**src/ccz_defines.vh**
```
`ifndef CCZ_DEFINES_VH
`define CCZ_DEFINES_VH

// Register byte offsets
`define CCZ_REG_LOCK      12'h000
`define CCZ_REG_CMD       12'h004
`define CCZ_REG_CMD_AUX   12'h008
`define CCZ_REG_SLOT_POL  12'h00C
`define CCZ_REG_TKEY      12'h010
`define CCZ_REG_POWER     12'h014
`define CCZ_REG_STATUS    12'h018
`define CCZ_REG_DIGEST    12'h01C

// Lock register fields
`define CCZ_LOCK_CFG_BIT  0
`define CCZ_LOCK_DATA_BIT 1
`define CCZ_LOCK_OTP_LSB  2

// Otp policy mode codes
`define CCZ_OTP_READ_ONLY   2'h1
`define CCZ_OTP_CONSUMPTION 2'h2

// Zone codes in the first parameter byte
`define CCZ_ZONE_CONFIG 8'h00
`define CCZ_ZONE_OTP    8'h01
`define CCZ_ZONE_DATA   8'h02

// Opcodes
`define CCZ_OP_READ  8'h02
`define CCZ_OP_WRITE 8'h12
`define CCZ_OP_MAC   8'h28

// Result and error codes
`define CCZ_RES_OK       8'h00
`define CCZ_RES_MISMATCH 8'h01
`define CCZ_RES_PARSE    8'h03
`define CCZ_RES_EXEC     8'h0F
`define CCZ_RES_WDOG     8'hEE

// Config zone write limits in bytes
`define CCZ_CFG_WR_FIRST  8'h10
`define CCZ_CFG_XTRA_LO   8'h54
`define CCZ_CFG_XTRA_HI   8'h57

// Watchdog interval and command guard
`define CCZ_CLK_MHZ       100
`define CCZ_WDOG_MS       13
`define CCZ_WDOG_CYCLES   (`CCZ_WDOG_MS * 1000 * `CCZ_CLK_MHZ)
`define CCZ_GUARD_US      100
`define CCZ_GUARD_CYCLES  (`CCZ_GUARD_US * `CCZ_CLK_MHZ)

`endif

```
**src/ccz_top.v**
```verilog
// Summary of operation
// - First parameter byte picks zone: 0 config, 1 otp, 2 data.
// - Config zone always readable; partly writable unlocked, never locked, never encrypted.
// - Otp zone unreadable until locked; writable unlocked; locked writes per otp policy.
// - Data zone unreadable unlocked; locked reads per secret/encrypt flags, writes per policy.
// - Wake token starts watchdog; expiry forces sleep even mid-transfer or mid-command.
// - Only sleep or idle followed by a new wake restarts the watchdog.
// - Sleep clears volatile state; idle keeps temporary key and random seed.
// - Too little watchdog time left: return timeout code, do not execute.
// - Limited-use count decrements before the crypto computation starts; code pulses use_dec_q in the same cycle as hash_req_q.
// - Opcode 0x28 computes the MAC, compares with client response, reports match.
// - Mode bit 1 picks slot or temporary key for first 32 message bytes.
// - Mode bit 0 picks challenge input or temporary key for second 32 bytes.
// - Mode bits 7-3 zero; with bit 0 or 1 set, bit 2 equals nonce origin.
// - Random nonce required by key policy: error unless nonce came from generator.
// - Match with mode bit 1 clear sets authorization flag and records slot index.
// - Match with mode 0x01 or 0x05 and zero read key copies paired slot to key.
// - Only low four bits of the slot index parameter are used.
// - Result byte is zero on match and one on mismatch.
//
// Decided for this implementation: the register offsets and the APB register port.
`timescale 1ns/1ps
`include "ccz_defines.vh"

module ccz_top #(
  parameter WDOG_CYCLES  = `CCZ_WDOG_CYCLES,
  parameter GUARD_CYCLES = `CCZ_GUARD_CYCLES
) (
  input  wire        clk,
  input  wire        resetn,
  input  wire        psel,
  input  wire        penable,
  input  wire        pwrite,
  input  wire [11:0] paddr,
  input  wire [31:0] pwdata,
  output reg  [31:0] prdata_q,
  output reg         pready_q,
  output reg         pslverr_q,
  input  wire        link_clk,
  input  wire        link_data,
  output reg         hash_req_q,
  output reg         hash_first_tkey_q,
  output reg         hash_second_tkey_q,
  output reg  [3:0]  hash_slot_q,
  input  wire        hash_done,
  input  wire        hash_match,
  output reg         use_dec_q,
  output reg  [3:0]  use_dec_slot_q,
  output reg         tkey_copy_q,
  output reg  [3:0]  tkey_copy_slot_q,
  output reg         awake_q
);

  localparam [3:0] ST_READY = 4'b0001;
  localparam [3:0] ST_USE   = 4'b0010;
  localparam [3:0] ST_HASH  = 4'b0100;
  localparam [3:0] ST_FIN   = 4'b1000;

  // Watchdog counter width covers the default interval
  localparam WDW = 32;

  reg [3:0]     state_q;
  reg           cfg_locked_q;
  reg           data_locked_q;
  reg [1:0]     otp_mode_q;
  reg [7:0]     opcode_q;
  reg [7:0]     first_parameter_byte_q;
  reg [15:0]    second_parameter_word_q;
  reg           aux_write_q;
  reg           aux_enc_q;
  reg           aux_len32_q;
  reg [7:0]     result_q;
  reg           busy_q;
  reg           done_q;
  reg           tkey_valid_q;
  reg           nonce_origin_flag_q;
  reg           authorization_valid_flag_q;
  reg [3:0]     authorized_slot_index_q;
  reg           idle_q;
  reg [WDW-1:0] wdog_q;
  reg           lclk_s1_q;
  reg           lclk_s2_q;
  reg           lclk_s3_q;
  reg           ldat_s1_q;
  reg           ldat_s2_q;

  // Per-slot policy table
  reg           slot_secret_flag_q     [0:15];
  reg           encrypted_read_flag_q  [0:15];
  reg [3:0]     slot_write_policy_q    [0:15];
  reg [3:0]     read_key_selector_q    [0:15];
  reg           use_limit_flag_q       [0:15];
  reg           require_random_nonce_q [0:15];

  wire          apb_setup  = psel && penable && !pready_q;
  wire          apb_commit = psel && penable && pready_q;
  wire          wr_commit  = apb_commit && pwrite;
  wire [3:0]    slot_idx   = second_parameter_word_q[3:0];
  wire [3:0]    pair_slot  = slot_idx[0] ? slot_idx : slot_idx + 4'h1;
  wire [3:0]    data_slot  = second_parameter_word_q[6:3];
  wire          wake_tok   = lclk_s2_q && !lclk_s3_q && !ldat_s2_q;
  wire          wdog_exp   = awake_q && !idle_q && (wdog_q >= WDOG_CYCLES - 1);
  wire          sleep_wr   = wr_commit && (paddr == `CCZ_REG_POWER) && pwdata[1];
  wire          idle_wr    = wr_commit && (paddr == `CCZ_REG_POWER) && pwdata[0];
  wire          go_sleep   = wdog_exp || sleep_wr;
  wire          cmd_wr     = wr_commit && (paddr == `CCZ_REG_CMD) && awake_q && !idle_q && !busy_q;
  wire          zone_bad;
  wire          zone_allow;
  wire [7:0]    mode       = first_parameter_byte_q;

  ccz_zone_check u_zone (
    .zone                (first_parameter_byte_q),
    .word_addr           (second_parameter_word_q),
    .is_write            (aux_write_q),
    .encrypted           (aux_enc_q),
    .len32               (aux_len32_q),
    .cfg_locked          (cfg_locked_q),
    .data_locked         (data_locked_q),
    .otp_policy_mode     (otp_mode_q),
    .slot_secret_flag    (slot_secret_flag_q[data_slot]),
    .encrypted_read_flag (encrypted_read_flag_q[data_slot]),
    .slot_write_policy   (slot_write_policy_q[data_slot]),
    .bad_zone            (zone_bad),
    .allow               (zone_allow)
  );

  // Watchdog margin check shared by every command
  function time_short;
    input [WDW-1:0] count;
    begin
      time_short = (count + GUARD_CYCLES >= WDOG_CYCLES);
    end
  endfunction

  function mac_mode_ok;
    input [7:0] m;
    input       origin;
    begin
      mac_mode_ok = (m[7:3] == 5'h00) && (!(m[0] || m[1]) || (m[2] == origin));
    end
  endfunction

  // Link pins are asynchronous to clk
  always @(posedge clk) begin
    if (!resetn) begin
      lclk_s1_q <= 1'b0;
      lclk_s2_q <= 1'b0;
      lclk_s3_q <= 1'b0;
      ldat_s1_q <= 1'b1;
      ldat_s2_q <= 1'b1;
    end else begin
      lclk_s1_q <= link_clk;
      lclk_s2_q <= lclk_s1_q;
      lclk_s3_q <= lclk_s2_q;
      ldat_s1_q <= link_data;
      ldat_s2_q <= ldat_s1_q;
    end
  end

  // Power state and watchdog
  always @(posedge clk) begin
    if (!resetn) begin
      awake_q <= 1'b0;
      idle_q  <= 1'b0;
      wdog_q  <= {WDW{1'b0}};
    end else if (go_sleep) begin
      awake_q <= 1'b0;
      idle_q  <= 1'b0;
      wdog_q  <= {WDW{1'b0}};
    end else if (idle_wr && awake_q) begin
      idle_q  <= 1'b1;
      wdog_q  <= {WDW{1'b0}};
    end else if (wake_tok && (!awake_q || idle_q)) begin
      awake_q <= 1'b1;
      idle_q  <= 1'b0;
      wdog_q  <= {WDW{1'b0}};
    end else if (awake_q && !idle_q) begin
      wdog_q  <= wdog_q + {{(WDW-1){1'b0}}, 1'b1};
    end
  end

  // Slot policy table writes
  always @(posedge clk) begin
    if (wr_commit && (paddr == `CCZ_REG_SLOT_POL)) begin
      slot_secret_flag_q[pwdata[3:0]]     <= pwdata[8];
      encrypted_read_flag_q[pwdata[3:0]]  <= pwdata[9];
      use_limit_flag_q[pwdata[3:0]]       <= pwdata[10];
      require_random_nonce_q[pwdata[3:0]] <= pwdata[11];
      slot_write_policy_q[pwdata[3:0]]    <= pwdata[15:12];
      read_key_selector_q[pwdata[3:0]]    <= pwdata[19:16];
    end
  end

  // Configuration and command registers
  always @(posedge clk) begin
    if (!resetn) begin
      cfg_locked_q            <= 1'b0;
      data_locked_q           <= 1'b0;
      otp_mode_q              <= 2'h0;
      opcode_q                <= 8'h00;
      first_parameter_byte_q  <= 8'h00;
      second_parameter_word_q <= 16'h0000;
      aux_write_q             <= 1'b0;
      aux_enc_q               <= 1'b0;
      aux_len32_q             <= 1'b0;
    end else begin
      if (wr_commit && (paddr == `CCZ_REG_LOCK)) begin
        cfg_locked_q  <= pwdata[`CCZ_LOCK_CFG_BIT];
        data_locked_q <= pwdata[`CCZ_LOCK_DATA_BIT];
        otp_mode_q    <= pwdata[`CCZ_LOCK_OTP_LSB+1:`CCZ_LOCK_OTP_LSB];
      end
      if (wr_commit && (paddr == `CCZ_REG_CMD_AUX) && !busy_q) begin
        aux_write_q <= pwdata[0];
        aux_enc_q   <= pwdata[1];
        aux_len32_q <= pwdata[2];
      end
      if (cmd_wr) begin
        opcode_q                <= pwdata[7:0];
        first_parameter_byte_q  <= pwdata[15:8];
        second_parameter_word_q <= pwdata[31:16];
      end
    end
  end

  // Command sequencer and volatile state
  always @(posedge clk) begin
    if (!resetn) begin
      state_q                    <= ST_READY;
      busy_q                     <= 1'b0;
      done_q                     <= 1'b0;
      result_q                   <= 8'h00;
      tkey_valid_q               <= 1'b0;
      nonce_origin_flag_q        <= 1'b0;
      authorization_valid_flag_q <= 1'b0;
      authorized_slot_index_q    <= 4'h0;
      hash_req_q                 <= 1'b0;
      hash_first_tkey_q          <= 1'b0;
      hash_second_tkey_q         <= 1'b0;
      hash_slot_q                <= 4'h0;
      use_dec_q                  <= 1'b0;
      use_dec_slot_q             <= 4'h0;
      tkey_copy_q                <= 1'b0;
      tkey_copy_slot_q           <= 4'h0;
    end else if (go_sleep) begin
      state_q                    <= ST_READY;
      busy_q                     <= 1'b0;
      done_q                     <= 1'b0;
      result_q                   <= 8'h00;
      tkey_valid_q               <= 1'b0;
      nonce_origin_flag_q        <= 1'b0;
      authorization_valid_flag_q <= 1'b0;
      authorized_slot_index_q    <= 4'h0;
      hash_req_q                 <= 1'b0;
      use_dec_q                  <= 1'b0;
      tkey_copy_q                <= 1'b0;
    end else begin
      hash_req_q  <= 1'b0;
      use_dec_q   <= 1'b0;
      tkey_copy_q <= 1'b0;
      if (wr_commit && (paddr == `CCZ_REG_TKEY) && !busy_q) begin
        tkey_valid_q        <= pwdata[0];
        nonce_origin_flag_q <= pwdata[1];
      end
      case (state_q)
        ST_READY: begin
          if (cmd_wr) begin
            busy_q  <= 1'b1;
            done_q  <= 1'b0;
            state_q <= ST_USE;
          end
        end
        ST_USE: begin
          state_q <= ST_FIN;
          if (time_short(wdog_q)) begin
            result_q <= `CCZ_RES_WDOG;
          end else if (opcode_q == `CCZ_OP_MAC) begin
            if (!mac_mode_ok(mode, nonce_origin_flag_q))
              result_q <= `CCZ_RES_PARSE;
            else if ((mode[0] || mode[1]) && !tkey_valid_q)
              result_q <= `CCZ_RES_EXEC;
            else if (require_random_nonce_q[slot_idx] && nonce_origin_flag_q)
              result_q <= `CCZ_RES_EXEC;
            else begin
              use_dec_q          <= use_limit_flag_q[slot_idx];
              use_dec_slot_q     <= slot_idx;
              hash_req_q         <= 1'b1;
              hash_first_tkey_q  <= mode[1];
              hash_second_tkey_q <= mode[0];
              hash_slot_q        <= slot_idx;
              state_q            <= ST_HASH;
            end
          end else if ((opcode_q == `CCZ_OP_READ) || (opcode_q == `CCZ_OP_WRITE)) begin
            if (zone_bad)
              result_q <= `CCZ_RES_PARSE;
            else if (!zone_allow)
              result_q <= `CCZ_RES_EXEC;
            else
              result_q <= `CCZ_RES_OK;
          end else begin
            result_q <= `CCZ_RES_PARSE;
          end
        end
        ST_HASH: begin
          if (hash_done) begin
            state_q <= ST_FIN;
            if (hash_match) begin
              result_q <= `CCZ_RES_OK;
              if (!mode[1]) begin
                authorization_valid_flag_q <= 1'b1;
                authorized_slot_index_q    <= slot_idx;
              end
              if (((mode == 8'h01) || (mode == 8'h05)) && (read_key_selector_q[pair_slot] == 4'h0)) begin
                tkey_copy_q      <= 1'b1;
                tkey_copy_slot_q <= pair_slot;
                tkey_valid_q     <= 1'b1;
              end
            end else begin
              result_q <= `CCZ_RES_MISMATCH;
            end
          end
        end
        ST_FIN: begin
          busy_q  <= 1'b0;
          done_q  <= 1'b1;
          state_q <= ST_READY;
        end
        default: state_q <= ST_READY;
      endcase
    end
  end

  // APB slave: one wait state, error on unmapped offsets
  always @(posedge clk) begin
    if (!resetn) begin
      pready_q  <= 1'b0;
      pslverr_q <= 1'b0;
      prdata_q  <= 32'h0000_0000;
    end else begin
      pready_q  <= apb_setup;
      pslverr_q <= 1'b0;
      if (apb_setup) begin
        prdata_q <= 32'h0000_0000;
        if (paddr == `CCZ_REG_LOCK)
          prdata_q <= {28'h000_0000, otp_mode_q, data_locked_q, cfg_locked_q};
        else if (paddr == `CCZ_REG_CMD)
          prdata_q <= {second_parameter_word_q, first_parameter_byte_q, opcode_q};
        else if (paddr == `CCZ_REG_CMD_AUX)
          prdata_q <= {29'h0000_0000, aux_len32_q, aux_enc_q, aux_write_q};
        else if (paddr == `CCZ_REG_SLOT_POL)
          prdata_q <= 32'h0000_0000;
        else if (paddr == `CCZ_REG_TKEY)
          prdata_q <= {30'h0000_0000, nonce_origin_flag_q, tkey_valid_q};
        else if (paddr == `CCZ_REG_POWER)
          prdata_q <= {29'h0000_0000, awake_q, 1'b0, idle_q};
        else if (paddr == `CCZ_REG_STATUS)
          prdata_q <= {11'h000, authorization_valid_flag_q, authorized_slot_index_q,
                       6'h00, done_q, busy_q, result_q};
        else if (paddr == `CCZ_REG_DIGEST)
          prdata_q <= {20'h0_0000, tkey_copy_slot_q, hash_slot_q, 1'b0, hash_second_tkey_q,
                       hash_first_tkey_q, hash_req_q};
        else
          pslverr_q <= 1'b1;
      end
    end
  end

endmodule // ccz_top

```
**src/ccz_zone_check.v**
```verilog
`timescale 1ns/1ps
`include "ccz_defines.vh"

module ccz_zone_check (
  input  wire [7:0]  zone,
  input  wire [15:0] word_addr,
  input  wire        is_write,
  input  wire        encrypted,
  input  wire        len32,
  input  wire        cfg_locked,
  input  wire        data_locked,
  input  wire [1:0]  otp_policy_mode,
  input  wire        slot_secret_flag,
  input  wire        encrypted_read_flag,
  input  wire [3:0]  slot_write_policy,
  output reg         bad_zone,
  output reg         allow
);

  reg [7:0] cfg_byte;

  always @* begin
    cfg_byte = {word_addr[5:0], 2'b00};
    bad_zone = 1'b0;
    allow    = 1'b0;
    if (zone == `CCZ_ZONE_CONFIG) begin
      if (!is_write)
        allow = 1'b1;
      else
        allow = !cfg_locked && !encrypted && (cfg_byte >= `CCZ_CFG_WR_FIRST) &&
                !(cfg_byte >= `CCZ_CFG_XTRA_LO && cfg_byte <= `CCZ_CFG_XTRA_HI);
    end else if (zone == `CCZ_ZONE_OTP) begin
      if (!is_write)
        allow = data_locked;
      else if (!data_locked)
        allow = 1'b1;
      else
        allow = (otp_policy_mode == `CCZ_OTP_CONSUMPTION);
    end else if (zone == `CCZ_ZONE_DATA) begin
      if (!is_write) begin
        if (!data_locked)
          allow = 1'b0;
        else if (slot_secret_flag)
          allow = encrypted_read_flag && encrypted && len32;
        else
          allow = !encrypted || encrypted_read_flag;
      end else if (!data_locked)
        allow = 1'b1;
      else if (slot_write_policy == 4'h0)
        allow = 1'b1;
      else if (slot_write_policy[2])
        allow = encrypted && len32;
      else
        allow = 1'b0;
    end else begin
      bad_zone = 1'b1;
    end
  end

endmodule // ccz_zone_check

```
**config.mk**
```make
export PLATFORM = sky130hd
export DESIGN_NAME = ccz_top
export DESIGN_NICKNAME = d
export VERILOG_FILES = /design/src/ccz_top.v /design/src/ccz_zone_check.v
export VERILOG_INCLUDE_DIRS = /design/src /design/src/src
export SDC_FILE = /design/constraint.sdc
export NUM_CORES = 1
export LEC_CHECK = 0
export BUFFER_PORTS_ARGS = -buffer_cell sky130_fd_sc_hd__buf_4
export CAP_MARGIN = 20
export CORE_MARGIN = 3
export CORE_UTILIZATION = 30
export DETAILED_ROUTE_END_ITERATION = 7
export PLACE_DENSITY = 0.56
export SYNTH_ARGS = -nofsm -noshare
export SYNTH_HDL_FRONTEND = slang
export SYNTH_HIERARCHICAL = 1
export SYNTH_SLANG_ARGS = --single-unit
```
**constraint.sdc**
```tcl
create_clock -name clk -period 3.8 [get_ports clk]
set_input_delay 0 -clock clk [delete_from_list [all_inputs] [get_ports clk]]
set_output_delay 0 -clock clk [all_outputs]
set_load 0.01 [all_outputs]
```
==> results.py, run 1 <==
metrics = {
    "run_status": {
        "status": "completed",
    },
    "synth": {
        "synthMostInstantiatedCell": "sky130_fd_sc_hd__edfxtp_1",
        "number_of_enable_flip_flop_cells_after_synthesis": 160,
        "netlist.top_cell.by_area": "sky130_fd_sc_hd__edfxtp_1",
        "synth.cells.most_frequent": "160 x sky130_fd_sc_hd__edfxtp_1, 150 x sky130_fd_sc_hd__nand2_1, 149 x sky130_fd_sc_hd__dfxtp_1",
        "synth-compound-area-share_pct": 8.70,
        "post_synth_inst_count": 1123,
        "synth_top_area_share_pct": 36.7,
        "synth_simple_gate_area_share_pct": 17.2,
        "synth.area.top_cells": "sky130_fd_sc_hd__edfxtp_1 37%, sky130_fd_sc_hd__dfxtp_1 23%, sky130_fd_sc_hd__mux4_2 7.2%",
        "synth_xor_xnor_area_share_pct": 2.68,
        "syn-cell-area_mm2": 0.0131,
        "avgSynthCellArea_um2": 11.7,
        "synthesis.nets": 1181,
        "synth.distinct_cells": 79,
        "synth_top_family_by_area": "simple AND/OR/NAND/NOR gates",
        "ys_warns": 6,
        "postSynth.asyncResetShare_pct": 0,
        "ys_seq_area_share_pct": 59.5,
        "synth.mux.area_fraction_pct": 8.57,
        "synth_ff_type": "sky130_fd_sc_hd__edfxtp_1",
        "flip_flop_and_latch_count_after_synthesis": 309,
        "synth-adder-area-share_pct": 0.478,
    },
    "hold_path": {
        "min_delay_path_depth": 5,
        "hp-class": "input pin to register",
    },
    "placement": {
        "place.detailed.hpwl_um": 24100,
        "gp_routability_congestion": 0.840,
        "buffer_ports.inserted": 104,
        "dpl.cell_count": 1758,
    },
    "clock_tree": {
        "clockBufferDepth": 3,
        "number_of_buffers_added_for_setup_after_cts": 0,
        "clockRootBuffer": "sky130_fd_sc_hd__clkbuf_16",
        "clk_transition_reported_paths_ns": 0.07,
        "clock_sink_count": 309,
        "worstSkewPairLatency_ns": 0.54,
        "tritoncts": "done",
        "cts_buffers": 34,
        "h-tree-depth": 2,
    },
    "drt": {
        "routedLengthMet1_um": 16200,
        "detailedRoute.firstIterationViolations": 869,
        "firstDrtPassIters": 5,
        "postRouteAntennaNets": 0,
        "via_cell_ratio": 5.01,
        "detailroute.wirelength.met3_um": 1750,
        "met2_wirelength_um": 16600,
        "route.vias.total": 9353,
        "drc": 0,
        "routedWlPerCell_um": 18.9,
        "maxUsedRoutingLayer": "met5",
        "finalWirelength_um": 35300,
    },
    "cells_and_area": {
        "drive_above_1_share_pct": 21.3,
        "final_util_pct": 38.0,
        "filler_cell_count": 4160,
        "stdcell_count": 1866,
        "finish.net_count": 1320,
        "area_overhead_of_the_layout_relative_to_synthesis_pct": 23.2,
    },
    "timing": {
        "final.period_utilization_pct": 94.3,
        "setup_viol_count_final": 0,
        "grt_setup_unrepaired": "no",
        "finalSetupTns_ns": 0,
        "worstMarginPinSlew_ns": 0.858,
        "max_freq_mhz": 279,
        "hold_viol_final": 0,
        "final_period_minus_worst_setup_slack_ns": 3.58,
        "timing_max_transition_violations_final": 0,
        "worst_slew_margin_rel_pct": 42.7,
        "fin_skew_ns": 0.0236,
    },
    "power": {
        "totalPowerFinal_mw": 7.10,
        "power.static_leakage_nw": 5.40,
        "vdd_ir_drop_max_v": 0.000405,
        "power_density_mw_per_mm2": 440,
    },
    "global_route": {
        "grt_start_max_net_pins": 48,
        "grt_pass1_wl_um": 54400,
        "grt_overflow": 0,
        "gr-usage-all-layers_pct": 15.0,
        "antenna_found_initial": 2,
        "vias_in_the_first_global_route": 9056,
    },
    "critical_path": {
        "worst-endpoint-required_ns": 4.21,
        "critPathKind": "register to register",
        "worst-path-max-fanout": 12,
        "setup.worst_path.start_class": "register",
        "worstRegToRegCells": 10,
        "crit_arrival_ns": 3.99,
        "end_kind": "register",
    },
    "die": {
        "floorplan.die.height_um": 215,
        "die_w_um": 215,
        "start_util_pct": 30.8,
        "die-area_mm2": 0.0462,
        "design.core.area_mm2": 0.0425,
        "design.portCount": 105,
        "std_cell_rows": 75,
    },
    "flow_run": {
        "drv.max_cap_violation_count": 0,
    },
}
[logic make-up after synthesis]
group / count (synthesis)
buffers and inverters: 89
flip-flops: 309
AO/OA/AOI/OAI: 169
multiplexers: 59
adder cells (fa/ha/maj): 5
AND/OR/NAND/NOR: 452
XOR/XNOR: 40
[cell type report]
| class | instances | area (um^2) | share of cell area (%) |
|---|---|---|---|
| Antenna cell | 1 | 2.50 | 0.0155 |
| Clock buffer | 47 | 952 | 5.90 |
| Clock inverter | 15 | 210 | 1.30 |
| Inverter | 12 | 45.0 | 0.279 |
| Multi-Input combinational cell | 725 | 4930 | 30.5 |
| Sequential cell | 309 | 7790 | 48.3 |
| Tap cell | 577 | 722 | 4.47 |
| Timing Repair Buffer | 180 | 1490 | 9.23 |
[cells in the final DEF, fill, tap and decap left out, types with 6 or more instances in the layout]
cell	instances
sky130_fd_sc_hd__clkbuf_16	34
sky130_fd_sc_hd__mux2i_1	12
sky130_fd_sc_hd__nor2b_1	9
sky130_fd_sc_hd__xnor2_1	23
sky130_fd_sc_hd__nor2_1	91
sky130_fd_sc_hd__nand3_2	7
sky130_fd_sc_hd__nor4_1	17
sky130_fd_sc_hd__and3_1	13
sky130_fd_sc_hd__buf_4	133
sky130_fd_sc_hd__o21ai_0	9
sky130_fd_sc_hd__edfxtp_1	160
sky130_fd_sc_hd__nand2b_1	11
sky130_fd_sc_hd__a21oi_2	6
sky130_fd_sc_hd__mux4_2	42
sky130_fd_sc_hd__xor2_1	17
sky130_fd_sc_hd__dlygate4sd3_1	45
sky130_fd_sc_hd__a21oi_1	75
sky130_fd_sc_hd__nand4_1	15
sky130_fd_sc_hd__clkbuf_1	6
sky130_fd_sc_hd__nand3_1	63
sky130_fd_sc_hd__nand2_1	150
sky130_fd_sc_hd__inv_1	11
sky130_fd_sc_hd__and2_1	13
sky130_fd_sc_hd__a21o_1	7
sky130_fd_sc_hd__a31oi_1	13
sky130_fd_sc_hd__nor3_1	23
sky130_fd_sc_hd__dfxtp_1	148
[sequential cells by signal, summed over array words and instances, names as in the netlist, 2 cells and up, named ones only]
register,cells
otp_mode_q,2
state_q,4
require_random_nonce_q,16
encrypted_read_flag_q,16
tkey_copy_slot_q,4
use_limit_flag_q,16
second_parameter_word_q,16
slot_secret_flag_q,16
read_key_selector_q,32
first_parameter_byte_q,8
use_dec_slot_q,4
opcode_q,8
slot_write_policy_q,64
result_q,4
wdog_q,32
prdata_q,32
authorized_slot_index_q,4
[stage by stage]
stage	worst slack (ns)	cell area (um^2)	hold slack, ns
2_1_floorplan	0.234	13100	0.0989
6_report	0.216	16100	0.0459
3_3_place_gp	0.270	14500	0.222
3_5_place_dp	0.282	14500	0.222
4_1_cts	0.241	16100	0.0236
5_1_grt	0.0712	16100	0.0468
[report_power, final]
part	switching, mW	internal, mW	total [mW]
sequential	0.00386	3.51	3.51
combinational	0.106	0.0802	0.187
clock	1.40	2.00	3.40
[timing repair]
item | in CTS | in global routing
hold buffers | 45 | 0
hold endpoints to repair | 242 | 0
gates resized for setup | 0 | 0
[worst paths after layout]
kind / startpoint / endpoint / slack, ns
worst min register to register: ldat_s1_q / ldat_s2_q / 0.41
worst min-delay path: penable / otp_mode_q[1] / 0.05
worst max register to register: register / result_q[1] / 0.22
worst max-delay path: register / result_q[1] / 0.22
[per-layer routing]
layer	global-route usage, %	vias to the layer above
met5	0	-
met4	3.64	2
met3	2.36	57
met2	23.8	245
met1	21.5	4636
li1	-	4413
[critical path: stages (launching register included)]
cell	delay, ns
sky130_fd_sc_hd__dfxtp_2	0.48
sky130_fd_sc_hd__buf_12	0.20
sky130_fd_sc_hd__mux4_2	0.52
sky130_fd_sc_hd__mux4_2	0.51
sky130_fd_sc_hd__or4_4	0.55
sky130_fd_sc_hd__a41oi_2	0.19
sky130_fd_sc_hd__a21oi_1	0.10
sky130_fd_sc_hd__nor4_2	0.40
sky130_fd_sc_hd__nand3_1	0.17
sky130_fd_sc_hd__o21ai_0	0.22
sky130_fd_sc_hd__a221oi_1	0.11
No activity file was read; power rests on OpenSTA's default activity.
==> run 2, diff against run 1 <==
Settings changed: REMOVE_ABC_BUFFERS set to 1.
==> run 2 against run 1 <==
Compared with the run above: fmax is 2.5% higher; worst hold slack better by 0.017 ns; utilization up 0.19 points; final cell count rose by 0.21%; non-clock buffer count is 5 higher.
==> results.py, run 2 (synthesis results as in run 1) <==
metrics = {
    "run_status": {
        "status": "completed",
    },
    "timing": {
        "timing_max_transition_violations_final": 0,
        "fin_skew_ns": 0.0207,
        "worstMarginPinSlew_ns": 0.918,
        "worst_slew_margin_rel_pct": 38.8,
        "setup_viol_count_final": 0,
        "smallest_hold_slack_ns": 0.0628,
        "final_period_minus_worst_setup_slack_ns": 3.50,
        "max_freq_mhz": 286,
        "final.setup.worst_slack_ns": 0.303,
        "hold_viol_final": 0,
        "grt_setup_unrepaired": "no",
        "final.period_utilization_pct": 92.0,
    },
    "die": {
        "start_util_pct": 30.8,
        "floorplan.die.height_um": 215,
        "die-area_mm2": 0.0462,
        "std_cell_rows": 75,
        "die_w_um": 215,
        "design.portCount": 105,
        "design.core.area_mm2": 0.0425,
    },
    "critical_path": {
        "worst-path-max-fanout": 26,
        "setup.worst_path.start_class": "register",
        "end_kind": "register",
        "worst-endpoint-required_ns": 4.19,
        "crit_arrival_ns": 3.88,
        "critPathKind": "register to register",
    },
    "global_route": {
        "grt_overflow": 0,
        "antenna_found_initial": 0,
        "grt_pass1_wl_um": 54400,
        "grt_start_max_net_pins": 50,
        "vias_in_the_first_global_route": 9156,
        "gr-usage-all-layers_pct": 15.0,
    },
    "placement": {
        "place.detailed.hpwl_um": 24100,
        "postPlaceCellArea_mm2": 0.0145,
        "gp_routability_congestion": 0.817,
        "place_worst_setup_slack_ns": 0.336,
        "buffer_ports.inserted": 104,
    },
    "power": {
        "vdd_ir_drop_max_v": 0.000403,
        "comb_power_share_pct": 2.7,
        "power_switching_mw": 1.45,
        "sw_frac_of_total_pct": 20.2,
        "power_density_mw_per_mm2": 443,
        "power_report.internal_total_mw": 5.73,
        "power.sequential.fraction_pct": 48.9,
        "totalPowerFinal_mw": 7.18,
        "power.clock.fraction_pct": 48.4,
        "power.static_leakage_nw": 5.45,
    },
    "cells_and_area": {
        "postLayoutCellArea_mm2": 0.0162,
        "drive_above_1_share_pct": 21.6,
        "layout.cells.most_common_list": "160 x sky130_fd_sc_hd__edfxtp_1, 150 x sky130_fd_sc_hd__nand2_1, 148 x sky130_fd_sc_hd__dfxtp_1, 139 x sky130_fd_sc_hd__buf_4, 91 x sky130_fd_sc_hd__nor2_1",
        "most_common_cell_after_layout_fill_and_taps_aside": "sky130_fd_sc_hd__edfxtp_1",
        "flip_flop_count_of_the_largest_register_all_copies_and_words_added": 64,
        "number_of_antenna_repair_diodes": 0,
        "filler_cell_count": 4082,
        "finish.net_count": 1326,
        "area_overhead_of_the_layout_relative_to_synthesis_pct": 23.8,
    },
    "clock_tree": {
        "worstSkewPairLatency_ns": 0.52,
        "clk_transition_reported_paths_ns": 0.06,
        "clockBufferDepth": 3,
        "tritoncts": "done",
        "clockRootBuffer": "sky130_fd_sc_hd__clkbuf_16",
        "number_of_buffers_added_for_setup_after_cts": 0,
        "clock_sink_count": 309,
        "h-tree-depth": 2,
        "cts_buffers": 35,
    },
    "flow_run": {
        "drv.max_cap_violation_count": 0,
    },
    "drt": {
        "firstDrtPassIters": 5,
        "route.vias.total": 9290,
        "postRouteAntennaNets": 0,
        "via_cell_ratio": 4.97,
        "detailedRoute.firstIterationViolations": 649,
        "routedWlPerCell_um": 18.9,
        "drc": 0,
        "finalWirelength_um": 35300,
    },
    "hold_path": {
        "hp-class": "input pin to register",
    },
}
[run 2: worst paths after layout]
check | cells after the start | endpoint | from | slack (ns)
worst max-delay path | 10 | result_q[0] | register | 0.30
worst min-delay path | 4 | prdata_q[9] | paddr[4] | 0.06
worst max register to register | 10 | result_q[0] | register | 0.30
worst min register to register | 1 | ldat_s2_q | ldat_s1_q | 0.42
[run 2: power by group through the flow]
stage	clock, mW	combinational (mW)	sequential, mW
2_1_floorplan	0	0.0368	3.58
3_3_place_gp	0	0.152	3.58
3_5_place_dp	0	0.154	3.58
4_1_cts	3.56	0.190	3.51
5_1_grt	3.71	0.210	3.51
6_report	3.47	0.193	3.51
[run 2: repair_timing]
action	4_1_cts	5_1_grt
hold buffers	44	0
hold endpoints to repair	226	0
resized for setup	0	0
[run 2: critical path: stages (launching register included)]
cell	delay (ns)
sky130_fd_sc_hd__dfxtp_2	0.34
sky130_fd_sc_hd__buf_12	0.22
sky130_fd_sc_hd__mux4_2	0.54
sky130_fd_sc_hd__mux4_2	0.52
sky130_fd_sc_hd__or4_4	0.57
sky130_fd_sc_hd__a41oi_2	0.20
sky130_fd_sc_hd__a21oi_1	0.11
sky130_fd_sc_hd__nor4_2	0.35
sky130_fd_sc_hd__nand3_1	0.14
sky130_fd_sc_hd__o211ai_1	0.22
sky130_fd_sc_hd__o32ai_1	0.13
[run 2: layout make-up]
cell class	count	area, um^2	area share, %
well taps	577	722	4.45
repair buffers	185	1530	9.44
clock buffers	43	956	5.89
multi-input cells	725	4930	30.4
flip-flops and latches	309	7790	48.0
inverters	12	45.0	0.278
clock inverters	19	246	1.52
[run 2: stage by stage]
step                setup TNS [ns]  util [%]  instances
finish                           0      38.2       1870
global placement                 0      34.2       1763
detailed placement               0      34.2       1763
floorplan                   -0.223         -       1046
CTS                              0      38.1       1869
global route                     0      38.2       1870
[run 2: routing by layer]
metal / part of all wire, % / wire, um / up-vias / track usage [%]
li1: - / - / 4421 / -
met1: 45 / 15800 / 4599 / 20.0
met2: 49 / 17400 / 225 / 25.7
met3: 4.6 / 1630 / 45 / 2.75
met4: 1.5 / 538 / 0 / 2.93
met5: 0 / 0 / - / 0
